`src/core/tecc_pkg.sv`:
```
// Constants for the tag ECC error detail packer
package tecc_pkg;
  // Register byte addresses
  localparam logic [3:0] ADDR_CAUSE_LO = 4'h0;
  localparam logic [3:0] ADDR_CAUSE_HI = 4'h4;
  localparam logic [3:0] ADDR_IRQ_STAT = 4'h8;
  localparam logic [3:0] ADDR_IRQ_EN   = 4'hc;
  localparam logic [3:0] ADDR_IRQ_CLR  = 4'h8;
  // Field positions
  localparam int POS_CLASS   = 58;
  localparam int POS_ARRAY   = 57;
  localparam int POS_WAY     = 29;
  localparam int POS_BANK    = 28;
  localparam int POS_REQ     = 22;
  localparam int POS_HART    = 18;
  localparam int POS_CMD     = 14;
  localparam int POS_GROUP   = 11;
  localparam int POS_ATTR    = 8;
  localparam int POS_SIZE    = 5;
  localparam int POS_TTYPE   = 1;
  localparam int POS_SCHED   = 0;
  // Error classes
  localparam logic [5:0] CLASS_NONE = 6'h00;
  localparam logic [5:0] CLASS_CORR = 6'h01;
  localparam logic [5:0] CLASS_UNCR = 6'h03;
  // Command groups
  localparam logic [2:0] GRP_NORMAL   = 3'h0;
  localparam logic [2:0] GRP_REGS     = 3'h1;
  localparam logic [2:0] GRP_GLOBAL   = 3'h2;
  localparam logic [2:0] GRP_RESERVED = 3'h3;
  localparam logic [2:0] GRP_L1I      = 3'h4;
  localparam logic [2:0] GRP_L1D      = 3'h5;
  localparam logic [2:0] GRP_L3       = 3'h6;
  localparam logic [2:0] GRP_L2       = 3'h7;
  // Reserved size codes and the 64-byte code they are recorded as
  localparam logic [2:0] SIZE_RSV_32  = 3'h5;
  localparam logic [2:0] SIZE_RSV_128 = 3'h7;
  localparam logic [2:0] SIZE_64      = 3'h6;
  // Build configuration
  localparam logic [5:0] NUM_CORES      = 6'h06;
  localparam bit         TWO_SCHEDULERS = 1'b1;
  // Reset values
  localparam logic [63:0] CAUSE_RST = 64'h0;
  localparam logic [1:0]  IRQ_RST   = 2'h0;
  // Interrupt status bits
  localparam int IRQ_CORR = 0;
  localparam int IRQ_UNCR = 1;
endpackage

```
`src/core/tecc_packer.sv`:
```
// Tag ECC error capture register with detail packing and Avalon-MM slave
`timescale 1ns/1ps
`default_nettype none
module tecc_packer
  import tecc_pkg::*;
(
  input  wire logic        core_clk,
  input  wire logic        rst,
  input  wire logic        err_valid,
  input  wire logic        err_uncorrected,
  input  wire logic        err_in_data,
  input  wire logic [3:0]  err_way,
  input  wire logic        err_bank,
  input  wire logic        err_from_io_unit,
  input  wire logic [5:0]  err_req_index,
  input  wire logic [1:0]  err_hart,
  input  wire logic [3:0]  err_cmd,
  input  wire logic [2:0]  err_group,
  input  wire logic [2:0]  err_attr,
  input  wire logic [2:0]  err_size,
  input  wire logic [3:0]  err_ttype,
  input  wire logic        err_sched,
  input  wire logic [3:0]  avs_address,
  input  wire logic        avs_read,
  input  wire logic        avs_write,
  input  wire logic [31:0] avs_writedata,
  output logic [31:0]      avs_readdata,
  output logic             avs_waitrequest,
  output logic             irq
);

  // Register map: 0x0 cause low word, 0x4 cause high word with the class
  // in bits 31:26 (writing the current class clears the capture), 0x8
  // status read and write-one-to-clear, 0xc interrupt enable
  typedef enum logic [2:0] {
    TECC_IDLE = 3'b001,
    TECC_RD   = 3'b010,
    TECC_WR   = 3'b100
  } tecc_bus_t;

  // Transfer size code; reserved codes recorded as 64 bytes
  function automatic logic [2:0] tecc_size(input logic [2:0] s);
    logic [2:0] r;
    r = s;
    case (s)
      SIZE_RSV_32: begin
        r = SIZE_64;
      end
      SIZE_RSV_128: begin
        r = SIZE_64;
      end
      default: begin
        r = s;
      end
    endcase
    return r;
  endfunction

  // Command group table; the reserved code is recorded as normal access
  function automatic logic [2:0] tecc_group(input logic [2:0] g);
    logic [2:0] r;
    r = GRP_NORMAL;
    case (g)
      GRP_NORMAL: begin
        r = GRP_NORMAL;
      end
      GRP_REGS: begin
        r = GRP_REGS;
      end
      GRP_GLOBAL: begin
        r = GRP_GLOBAL;
      end
      GRP_RESERVED: begin
        r = GRP_NORMAL;
      end
      GRP_L1I: begin
        r = GRP_L1I;
      end
      GRP_L1D: begin
        r = GRP_L1D;
      end
      GRP_L3: begin
        r = GRP_L3;
      end
      GRP_L2: begin
        r = GRP_L2;
      end
      default: begin
        r = GRP_NORMAL;
      end
    endcase
    return r;
  endfunction

  // I/O units take the codes directly after the last core
  function automatic logic [5:0] tecc_req(input logic       io,
                                          input logic [5:0] idx);
    logic [5:0] r;
    r = idx;
    if (io) begin
      r = 6'(NUM_CORES + idx);
    end
    return r;
  endfunction

  // Register select, one flag per mapped offset
  function automatic logic [3:0] tecc_decode(input logic [3:0] a);
    logic [3:0] s;
    s = 4'h0;
    if (a == ADDR_CAUSE_LO) begin
      s[0] = 1'b1;
    end else if (a == ADDR_CAUSE_HI) begin
      s[1] = 1'b1;
    end else if (a == ADDR_IRQ_STAT) begin
      s[2] = 1'b1;
    end else if (a == ADDR_IRQ_EN) begin
      s[3] = 1'b1;
    end
    return s;
  endfunction

  // Class code of a cache ECC event
  function automatic logic [5:0] tecc_class(input logic uncorrected);
    logic [5:0] c;
    c = CLASS_CORR;
    if (uncorrected) begin
      c = CLASS_UNCR;
    end
    return c;
  endfunction

  // Empty slot or a corrected error may be overwritten
  function automatic logic tecc_overwritable(input logic [5:0] c);
    logic ok;
    ok = 1'b0;
    if (c == CLASS_NONE || c == CLASS_CORR) begin
      ok = 1'b1;
    end
    return ok;
  endfunction

  // Register state
  logic [5:0]  class_r;
  logic [5:0]  class_nxt;
  logic [57:0] info_r;
  logic [57:0] info_nxt;
  logic [1:0]  stat_r;
  logic [1:0]  stat_nxt;
  logic [1:0]  en_r;
  logic [1:0]  en_nxt;
  logic        irq_r;
  logic        irq_nxt;
  tecc_bus_t   bus_r;
  tecc_bus_t   bus_nxt;
  logic [31:0] rdata_r;
  logic [31:0] rdata_nxt;
  logic        wait_r;
  logic        wait_nxt;

  // Detail assembly and control
  logic [57:0] detail;
  logic [5:0]  err_class;
  logic [5:0]  req_code;
  logic [2:0]  group_code;
  logic [2:0]  size_code;
  logic [3:0]  hart_code;
  logic        sched_bit;
  logic [15:0] way_hot;
  logic [1:0]  stat_set;
  logic [3:0]  wr_sel;
  logic [3:0]  rd_sel;
  logic        slot_free;
  logic        capture;
  logic        sw_clear;
  logic        wr_acc;
  logic        rd_acc;

  // One flag per way, way 0 in the lowest bit
  for (genvar w = 0; w < 16; w++) begin : g_way
    assign way_hot[w] = (err_way == 4'(w));
  end

  // Each event class sets its own sticky status bit
  assign stat_set[IRQ_CORR] = err_valid && !err_uncorrected;
  assign stat_set[IRQ_UNCR] = err_valid && err_uncorrected;

  // Detail field assembly for the tag-error layout
  always_comb begin
    req_code   = tecc_req(err_from_io_unit, err_req_index);
    group_code = tecc_group(err_group);
    size_code  = tecc_size(err_size);
    hart_code  = {2'b00, err_hart};
    sched_bit  = TWO_SCHEDULERS & err_sched;
    err_class  = tecc_class(err_uncorrected);
    detail     = '0;
    detail[POS_ARRAY]      = err_in_data;
    detail[POS_WAY +: 16]  = way_hot;
    detail[POS_BANK]       = err_bank;
    detail[POS_REQ +: 6]   = req_code;
    detail[POS_HART +: 4]  = hart_code;
    detail[POS_CMD +: 4]   = err_cmd;
    detail[POS_GROUP +: 3] = group_code;
    detail[POS_ATTR +: 3]  = err_attr;
    detail[POS_SIZE +: 3]  = size_code;
    detail[POS_TTYPE +: 4] = err_ttype;
    detail[POS_SCHED]      = sched_bit;
  end

  assign slot_free = tecc_overwritable(class_r);
  assign capture   = err_valid && slot_free;
  // Writes land at the edge that samples waitrequest low
  assign wr_acc    = avs_write && (bus_r == TECC_WR);
  assign rd_acc    = avs_read && (bus_r == TECC_IDLE);
  assign wr_sel    = wr_acc ? tecc_decode(avs_address) : 4'h0;
  assign rd_sel    = tecc_decode(avs_address);
  assign sw_clear  = wr_sel[1] && (avs_writedata[31:26] == class_r);

  // Error class; a capture wins over a software clear
  always_comb begin
    class_nxt = class_r;
    if (sw_clear) begin
      class_nxt = CAUSE_RST[63:58];
    end
    if (capture) begin
      class_nxt = err_class;
    end
  end

  always_ff @(posedge core_clk or posedge rst) begin
    if (rst) begin
      class_r <= CAUSE_RST[63:58];
    end else begin
      class_r <= class_nxt;
    end
  end

  // Detail field, rewritten with every capture
  always_comb begin
    info_nxt = info_r;
    if (sw_clear) begin
      info_nxt = CAUSE_RST[57:0];
    end
    if (capture) begin
      info_nxt = detail;
    end
  end

  always_ff @(posedge core_clk or posedge rst) begin
    if (rst) begin
      info_r <= CAUSE_RST[57:0];
    end else begin
      info_r <= info_nxt;
    end
  end

  // Sticky status, write one to clear, a new event wins
  always_comb begin
    stat_nxt = stat_r;
    if (wr_sel[2]) begin
      stat_nxt = stat_r & ~avs_writedata[1:0];
    end
    stat_nxt = stat_nxt | stat_set;
  end

  always_ff @(posedge core_clk or posedge rst) begin
    if (rst) begin
      stat_r <= IRQ_RST;
    end else begin
      stat_r <= stat_nxt;
    end
  end

  // Interrupt enable
  always_comb begin
    en_nxt = en_r;
    if (wr_sel[3]) begin
      en_nxt = avs_writedata[1:0];
    end
  end

  always_ff @(posedge core_clk or posedge rst) begin
    if (rst) begin
      en_r <= IRQ_RST;
    end else begin
      en_r <= en_nxt;
    end
  end

  // Level interrupt from the next status and enable values
  always_comb begin
    irq_nxt = |(stat_nxt & en_nxt);
  end

  always_ff @(posedge core_clk or posedge rst) begin
    if (rst) begin
      irq_r <= 1'b0;
    end else begin
      irq_r <= irq_nxt;
    end
  end

  // Bus handshake: take in IDLE, answer for one cycle, then idle again
  always_comb begin
    bus_nxt  = bus_r;
    wait_nxt = 1'b1;
    case (bus_r)
      TECC_IDLE: begin
        if (avs_read) begin
          bus_nxt  = TECC_RD;
          wait_nxt = 1'b0;
        end else if (avs_write) begin
          bus_nxt  = TECC_WR;
          wait_nxt = 1'b0;
        end
      end
      TECC_RD: begin
        bus_nxt = TECC_IDLE;
      end
      TECC_WR: begin
        bus_nxt = TECC_IDLE;
      end
      default: begin
        bus_nxt = TECC_IDLE;
      end
    endcase
  end

  always_ff @(posedge core_clk or posedge rst) begin
    if (rst) begin
      bus_r  <= TECC_IDLE;
      wait_r <= 1'b1;
    end else begin
      bus_r  <= bus_nxt;
      wait_r <= wait_nxt;
    end
  end

  // Read data latched when a read is taken, held until the next one
  always_comb begin
    rdata_nxt = rdata_r;
    if (rd_acc) begin
      if (rd_sel[0]) begin
        rdata_nxt = info_r[31:0];
      end else if (rd_sel[1]) begin
        rdata_nxt = {class_r, info_r[57:32]};
      end else if (rd_sel[2]) begin
        rdata_nxt = {30'h0, stat_r};
      end else if (rd_sel[3]) begin
        rdata_nxt = {30'h0, en_r};
      end else begin
        rdata_nxt = 32'h0;
      end
    end
  end

  always_ff @(posedge core_clk or posedge rst) begin
    if (rst) begin
      rdata_r <= 32'h0;
    end else begin
      rdata_r <= rdata_nxt;
    end
  end

  // Outputs straight from registers
  assign avs_readdata    = rdata_r;
  assign avs_waitrequest = wait_r;
  assign irq             = irq_r;

endmodule
`default_nettype wire

```
`config.mk`:
```
export PLATFORM = sky130hd
export DESIGN_NAME = tecc_packer
export DESIGN_NICKNAME = d
export VERILOG_FILES = /design/src/core/tecc_pkg.sv /design/src/core/tecc_packer.sv
export SDC_FILE = /design/constraint.sdc
export NUM_CORES = 1
export LEC_CHECK = 0
export BUFFER_PORTS_ARGS = -buffer_cell sky130_fd_sc_hd__buf_2
export CORE_MARGIN = 4
export CORE_UTILIZATION = 55
export DETAILED_ROUTE_END_ITERATION = 10
export GPL_TIMING_DRIVEN = 1
export PLACE_DENSITY = 0.8
export SLEW_MARGIN = 20
export SYNTH_ARGS = -nofsm -noshare
export SYNTH_HDL_FRONTEND = slang
export SYNTH_SLANG_ARGS = --single-unit
```
`constraint.sdc`:
```
create_clock -name core_clk -period 7.2 [get_ports core_clk]
set_input_delay 0.72 -clock core_clk [delete_from_list [all_inputs] [get_ports core_clk]]
set_output_delay 0.72 -clock core_clk [all_outputs]
set_load 0.01 [all_outputs]
```
## After elaboration in Yosys (flattened, before gate mapping)

Memories as Yosys holds them, arrays and structs flattened.
Cells that the tools add are included.

| storage, ports and cells | value |
|---|---|
| bits in registers | 105 |
| bits in latches | 0 |
| RAM bits | 0 |
| memory bits (read-only) | 24 |
| input port bits | 75 |
| output and inout port bits | 34 |
| logic and storage cells | 81 |
| memories kept | 1 |

| cells by class | value |
|---|---|
| add/subtract/negate cells | 1 |
| $mul | 0 |
| div/mod/pow operators | 0 |
| order comparisons | 0 |
| eq/ne operators | 25 |
| shift-type cells | 0 |
| multiplexer cells | 28 |
| bitwise logic cells | 4 |
| reduce and logical (&&, ||, !) cells | 14 |

Memories:

| memory | words | width | read ports | clocked after Yosys merged registers in | wr ports | RTL line | source |
|---|---|---|---|---|---|---|---|
| (name not given) | 8 | 3 | 1 | 0 | 0 | tecc_packer.sv:63 | `case (g)` |

Operator list:

| cell | count |
|---|---|
| 58-bit two-way mux | 2 |
| 32-bit two-way mux | 2 |
| 4-bit == test, second input constant | 10 |
| 4-bit by 3-bit == test with 1-bit output, second input constant | 5 |
| 6-bit two-way mux | 3 |
| 3-bit two-way mux | 5 |
| 2-bit two-way mux | 6 |
| 3-bit == test, second input constant | 3 |
| 1-bit two-way mux | 9 |
| 4-bit by 2-bit == test with 1-bit output, second input constant | 2 |
| 4-bit logical NOT | 2 |
| 3-bit by 6-bit adder with 6-bit output, first input constant | 1 |
| 6-bit by 1-bit == test with 1-bit output, second input constant | 1 |
| 6-bit == test | 1 |
| 1-bit logical AND | 6 |
| 6-bit logical NOT | 1 |
| 2-bit bitwise AND | 2 |
| 4-bit by 1-bit == test with 1-bit output, second input constant | 1 |
| 4-bit two-way mux | 1 |
| 2-bit OR reduction | 2 |
| 3-bit by 1-bit == test with 1-bit output, second input constant | 1 |
| 3-bit inequality test, second input constant | 1 |
| 2-bit NOT | 1 |
| 2-bit OR | 1 |
| other kinds (3) | 3 |

## Depth between registers and ports, before layout

Gate-level depths: netlist of the first run.

| depth | value |
|---|---|
| depth in word-level cells | 10 |
| depth in mapped cells | 6 |
| mapped depth without buffers | 6 |

## Worst setup path before layout of the first run

No wires, ideal clock.

| path | value |
|---|---|
| path type | input-to-reg |
| start | in avs_address[3] |
| end | reg info_r[5] |
| library setup time | 126 ps |
| arrival time | 1692 ps |
| data required time | 7074 ps |
| path slack | 5382 ps |
| stages on the path | 5 |
| cell sequence | nor4b_4 -> nand4_2 -> nor2_4 -> buf_6 -> o21ai_0 |

| on the way | value |
|---|---|
| word-level cells in the longest chain between the ends | 6 |
| elaborated cells on any way between the ends | 7 |
| classes of those cells | eq/ne: 1; mux: 3; reduce/logical: 3 |

RTL lines:

| element | RTL line | source |
|---|---|---|
| start: declaration | tecc_packer.sv:23 | `input wire logic [3:0] avs_address,` |
| 4-bit by 3-bit == test with 1-bit output | tecc_packer.sv:112 | `end else if (a == ADDR_CAUSE_HI) begin` |
| 1-bit two-way mux | tecc_packer.sv:112 |  |
| 3-bit two-way mux * | tecc_packer.sv:110 | `if (a == ADDR_CAUSE_LO) begin` |
| 4-bit two-way mux * | tecc_packer.sv:214 | `assign wr_sel = wr_acc ? tecc_decode(avs_address) : 4'h0;` |
| 1-bit logical AND * | tecc_packer.sv:216 | `assign sw_clear = wr_sel[1] && (avs_writedata[31:26] == class_r);` |
| 2-bit nonzero test (no source line) * | n/a |  |
| end signal: assignment | tecc_packer.sv:250 | `info_r <= CAUSE_RST[57:0];` |
| end signal: assignment | tecc_packer.sv:252 | `info_r <= info_nxt;` |
| end: declaration | tecc_packer.sv:145 | `logic [57:0] info_r;` |

Mark *: on every way between the ends. The rest lies on a longest branch, timed or not.
A chain may end at the register's enable or synchronous reset.

## Worst setup path after layout of the first run

| path | value |
|---|---|
| start | in avs_address[3] |
| end | reg info_r[7] |

The elaborated chain is that of the path after synthesis.

==> flow_summary.toml, run 1 <==
[run_status]
outcome = "completed"

[clock_network]
tritoncts = "built"
clk_latency_ns = 0.35
htree_num_levels = 3
post_cts_buffers = 0
hold_buffers = 0
clockBufferDepth = 2
clock-sinks = 85
cts-root-buf = "clkbuf_8"
cts_resized = 0
clk_pin_slew_ns = 0.08
cts-buffers-inserted = 9

[power_and_ir_drop]
power_switching_share = 0.312
power.share.clock = 0.272
power.density_mw_per_mm2 = 318
internal-power_w = 0.000938
p_sw_w = 0.000425
p_leak_nw = 2.14
combPwrFrac = 0.240
seqPwrFrac = 0.487
peakVddDrop_mv = 0.226

[timing]
tns_ns = 0
period_needed_ns = 2.89
worst_slew_pin_slew_ns = 1.00
setup_viol = 0
skew_ns = 0.00889
fmax_mhz = 347
fin_crit_sh = 0.401
relSlewSlack = 0.331
holdWs_ns = 0.462
final_max_slew_viol_count = 0
rsz0062_at_grt = "false"
finalHoldViolations = 0

[grt]
grt_max_degree = 86
grt_antenna_before_repair = 0
grt_pass1_vias = 2896
grt_pass1_wl_um = 13400
grtUsageTotal = 0.221
overflow = 0

[placement]
dpl_cell_area_mm2 = 0.00406
dp_hpwl_um = 5340
dp.cells = 512
port_buffers = 82
place.gp.congestion = 0.802

[worst_setup_path]
r2r-start = "bus_r[0]$_DFFE_PP1P_"
path_buf_inv = 1
path_max_fanout = 45
endpoint_kind = "flip-flop"
crit_start = "avs_address[3]"
path_cells = "buf_2, nor4b_4, nand4_2, nor2_4, o21ai_0"
critPathTopFamily = "simple AND/OR/NAND/NOR gates"
cp.arrival_ns = 3.07
required_ns = 7.39
start_kind = "input pin"
critical-path-max-stage-delay_ns = 0.86
critPathKind = "in -> reg"
slowest_stage = "nor4b_4"

[floorplan]
die_h_um = 89.3
fp.dieW_um = 89.3
fp.dieArea_mm2 = 0.00797
start_util = 0.569
coreArea_mm2 = 0.00639
ios = 109
row_count = 29

[drt]
wirelength_um = 8180
viasPerCell = 5.53
first_iter_violations = 147
antenna_left = 0
firstDrtPassIters = 4
drc = 0
wl_per_cell_um = 15.5
num_vias = 2922

[layout]
area_growth_pct = 18.0
diodes = 0
nFillCells = 519
utilization = 0.671
final_cell_area_mm2 = 0.00429
num-nets-final = 522
fin_cells = 528
drive_above_1_share = 0.259

[worst_hold_path]
hold_start = "avs_readdata[17]$_DFFE_PP0P_"
hold_class = "reg -> reg"

[synth]
synthCells = 372
synth_flop_cell = "dfrtp_1"
synth.distinct_cells = 36
yosys-top-cells-area = "dfrtp_1 57%, nand2_1 9.9%, o22ai_1 4.1%"
synth_top_cell_by_area = "dfrtp_1"
ys_async_sr_fraction = 1.00
synth_edf_count = 0
yosys_warnings = 0
synth.most_common_cell = "nand2_1"
synth_top_area_share = 0.571
seq_area_frac_synth = 0.586
syn_avg_cell_area_um2 = 9.77
syn_area_mm2 = 0.00363
ys_top_cells_by_count = "96 x nand2_1, 83 x dfrtp_1, 34 x nor2_1"
ys_seq_elements = 85

[job]
maxCapViolations = 0
-- metal layers --
metal / GRT usage / share of wire
met1: 0.290 / 0.43
met4: 0.0582 / 0.012
met3: 0.0618 / 0.078
met5: 0 / 0
met2: 0.363 / 0.48
-- worst register-to-register path, cell delays in order (launching register included) --
cell and delay, ns:
dfstp_2 0.53, nor3b_1 0.31, nand2_1 0.09, buf_4 0.25, inv_1 0.77, nand3_1 0.19, nand2_1 0.12
-- kinds of logic after synthesis --
group	Yosys count	synth area share
simple gates	168	0.207
flops	85	0.586
compound gates	76	0.134
buf+inv	31	0.0423
xor+xnor	6	0.0145
mux	4	0.0124
fa+ha+maj	1	0.00344
other cells	1	0.00103
-- metrics by stage --
stage / total power, W / setup slack [ns]
global route: 0.00146 / 4.16
detailed placement: 0.00101 / 3.98
global placement: 0.000989 / 4.06
floorplan: 0.000874 / 4.29
finish: 0.00136 / 4.31
CTS: 0.00137 / 4.34
-- area by class of cell --
class	instances	area, µm²	share of cell area
clock buffers	10	138	0.0321
clock inverters	6	86.3	0.0201
inverters	7	27.5	0.00642
multi-input cells	257	1370	0.319
flip-flops and latches	85	2130	0.497
well taps	77	96.3	0.0225
repair buffers	86	444	0.104
-- power by group through the flow --
stage	Clock [W]	Combinational, W	Sequential (W)
global route	0.000398	0.000377	0.000681
finish	0.000371	0.000328	0.000664
detailed placement	0	0.000331	0.000675
floorplan	0	0.000183	0.000691
CTS	0.000375	0.000332	0.000665
global placement	0	0.000320	0.000669
-- state kept, by name, indices dropped and copies added (netlist names) --
register / cells
class_r: 2
avs_readdata: 30
en_r: 2
irq: 1
stat_r: 2
info_r: 44
avs_waitrequest: 1
bus_r: 3
-- cells in the final DEF (no fill, tap or decap), drive strengths merged --
cell type / instances
nand2: 96
buf: 86
dfrtp: 83
nor2: 35
o21ai: 28
o22ai: 24
nand3: 16
a221oi: 16
clkbuf: 10
inv: 6
mux2: 4
nor2b: 4
nand2b: 4
clkinv: 4
xor2: 3
xnor2: 3
a22o: 3
nand3b: 2
a31oi: 2
a21oi: 2
conb: 2
dfstp: 2
bufinv: 2
nor4: 2
nand4: 2
and4bb: 1
nor4b: 1
o211ai: 1
or3: 1
or2: 1
nor3b: 1
and4b: 1
and3b: 1
ha: 1
clkinvlp: 1
-- worst paths after layout --
check,end,slack (ns),cells past startpoint
setup / recovery,info_r[7]$_DFFE_PP0P_,4.31,5
hold / removal,avs_readdata[17]$_DFFE_PP0P_,0.46,2
setup reg to reg,avs_readdata[30]$_DFFE_PP0P_,4.88,6
hold reg to reg,avs_readdata[17]$_DFFE_PP0P_,0.46,2
max in group asynchronous,info_r[14]$_DFFE_PP0P_,6.15,3
min in group asynchronous,bus_r[1]$_DFFE_PP0P_,0.56,3
Note: power is estimated with default switching activity, not from simulation.
==> inputs of run 2 (changes only) <==
--- a/config.mk
+++ b/config.mk
@@ -7,10 +7,10 @@
 export LEC_CHECK = 0
 export BUFFER_PORTS_ARGS = -buffer_cell sky130_fd_sc_hd__buf_2
 export CORE_MARGIN = 4
-export CORE_UTILIZATION = 55
+export CORE_UTILIZATION = 51
 export DETAILED_ROUTE_END_ITERATION = 10
 export GPL_TIMING_DRIVEN = 1
-export PLACE_DENSITY = 0.8
+export PLACE_DENSITY = 0.75
 export SLEW_MARGIN = 20
 export SYNTH_ARGS = -nofsm -noshare
 export SYNTH_HDL_FRONTEND = slang
==> constraint.sdc (replaced) <==
create_clock -name core_clk -period 2.82 [get_ports core_clk]
set_input_delay 0.282 -clock core_clk [delete_from_list [all_inputs] [get_ports core_clk]]
set_output_delay 0.282 -clock core_clk [all_outputs]
set_load 0.01 [all_outputs]
==> run 2 against run 1 <==
Net effect:
- the run now ends with negative hold slack left
- count of clock-buffer cells in the layout rose by 1
- flip-flop and latch count stayed put
- sequential share of layout area fell by 0.54 points
- total power rose to 2.5 times the previous value
- hold slack lost 0.46 ns
- combinational power increased to 2.6 times the previous value
- critical path type is now reg -> reg
- critical endpoint is now avs_readdata[4]$_DFFE_PP0P_
- highest routed layer unchanged
==> flow_summary.toml, run 2 (same netlist as run 1, synthesis figures left out) <==
[layout]
drive_above_1_share = 0.265
utilization = 0.631
num-nets-final = 527
largest_reg_flops = 44
regMostFlops = "info_r"
nFillCells = 584
mostFrequentLayoutCells = "96 x nand2_1, 83 x dfrtp_1, 82 x buf_2"
diodes = 0
area_growth_pct = 19.3
layout_commonest_cell = "nand2_1"

[floorplan]
start_util = 0.529
coreArea_mm2 = 0.00687
fp.dieW_um = 92.4
ios = 109
fp.dieArea_mm2 = 0.00854
die_h_um = 92.4
row_count = 30

[worst_setup_path]
required_ns = 3.10
cp.arrival_ns = 2.07
path_max_fanout = 31
critPathKind = "reg -> reg"
endpoint_kind = "flip-flop"
start_kind = "flip-flop"
rr_worst_depth = 7

[timing]
worst_slew_pin_slew_ns = 0.715
tns_ns = 0
final_max_slew_viol_count = 0
skew_ns = 0.00595
relSlewSlack = 0.521
fin_crit_sh = 0.632
finalHoldViolations = 1
period_needed_ns = 1.78
setup_viol = 0
fin_ws_ns = 1.04
holdWs_ns = -0.0000454
fmax_mhz = 561
rsz0062_at_grt = "false"

[clock_network]
cts-root-buf = "clkbuf_8"
hold_buffers = 0
clk_pin_slew_ns = 0.09
post_cts_buffers = 0
clockBufferDepth = 2
clk_latency_ns = 0.35
tritoncts = "built"
htree_num_levels = 3
clock-sinks = 85
cts_resized = 0
cts-buffers-inserted = 9

[grt]
grt_max_degree = 48
grt_pass1_vias = 2901
grt_pass1_wl_um = 13800
grt_antenna_before_repair = 0
overflow = 0
grtUsageTotal = 0.203

[power_and_ir_drop]
peakVddDrop_mv = 0.307
power.density_mw_per_mm2 = 788
p_leak_nw = 2.14

[worst_hold_path]
hold_class = "in -> async"

[placement]
dp_hpwl_um = 5540
post-place-ws_ns = 0.856
port_buffers = 82
place.gp.congestion = 0.782

[drt]
drc = 0
viasPerCell = 5.34
first_iter_violations = 224
antenna_left = 0
wirelength_um = 8260
wl_per_cell_um = 15.0
num_vias = 2948
firstDrtPassIters = 4

[job]
maxCapViolations = 0

[run_status]
outcome = "complete, but fails checks"
violations = "negative hold slack"
[run 2: changes by cell type in the layout (fill, tap and decap cells not counted), sizes merged]
| cell | change |
|---|---|
| bufinv | -1 |
| clkbuf | +1 |
| clkinv | -3 |
| buf | +5 |
| clkinvlp | +3 |
[run 2: per-layer routing]
metal  share of wire  GRT usage  vias to the layer above  wire length, µm
met5               0          0                        -                0
met4           0.019     0.0854                        0              155
met3           0.082     0.0439                       14              674
met2            0.46      0.320                      115             3810
met1            0.44      0.273                     1380             3620
li1                -          -                     1439                -
[run 2: area by class of cell]
class	count	area, µm²	share of cell area
Clock buffer	11	141	0.0326
Clock inverter	5	60.1	0.0139
Multi-Input combinational cell	257	1370	0.315
Tap cell	96	120	0.0277
Inverter	7	27.5	0.00635
Sequential cell	85	2130	0.491
Timing Repair Buffer	91	490	0.113
[run 2: critical path: stages, from the launching register on]
cell and delay [ns]:
dfstp_2 0.53, nor3b_1 0.31, nand2_1 0.09, buf_4 0.25, inv_1 0.11, buf_4 0.24, nor2_1 0.06, nor2_1 0.12
[run 2: final timing paths]
path / slack, ns / end / from
hold reg to reg: 0.46 / avs_readdata[18]$_DFFE_PP0P_ / avs_readdata[18]$_DFFE_PP0P_
setup / recovery: 1.04 / avs_readdata[4]$_DFFE_PP0P_ / bus_r[0]$_DFFE_PP1P_
setup reg to reg: 1.04 / avs_readdata[4]$_DFFE_PP0P_ / bus_r[0]$_DFFE_PP1P_
hold / removal: -0.00005 / avs_readdata[27]$_DFFE_PP0P_ / rst
max in group asynchronous: 2.16 / info_r[30]$_DFFE_PP0P_ / rst
min in group core_clk: 0.11 / avs_waitrequest$_DFF_PP1_ / avs_read
[run 2: power by group]
group          total (W)  internal, W  leakage, nW  switching (W)
registers        0.00170      0.00154         1.07       0.000163
clock network   0.000862     0.000433       0.0878       0.000429
logic           0.000852     0.000350        0.982       0.000501
total            0.00341      0.00232         2.14        0.00109
[run 2: stage by stage]
step | hold WS, ns | power [W] | cells | area (µm²)
floorplan | 0.345 | 0.00223 | 373 | 3640
global placement | 0.395 | 0.00255 | 536 | 4130
detailed placement | 0.401 | 0.00259 | 536 | 4130
CTS | 0.0167 | 0.00345 | 552 | 4340
global route | 0.0264 | 0.00364 | 552 | 4340
finish | -0.0000454 | 0.00341 | 552 | 4340
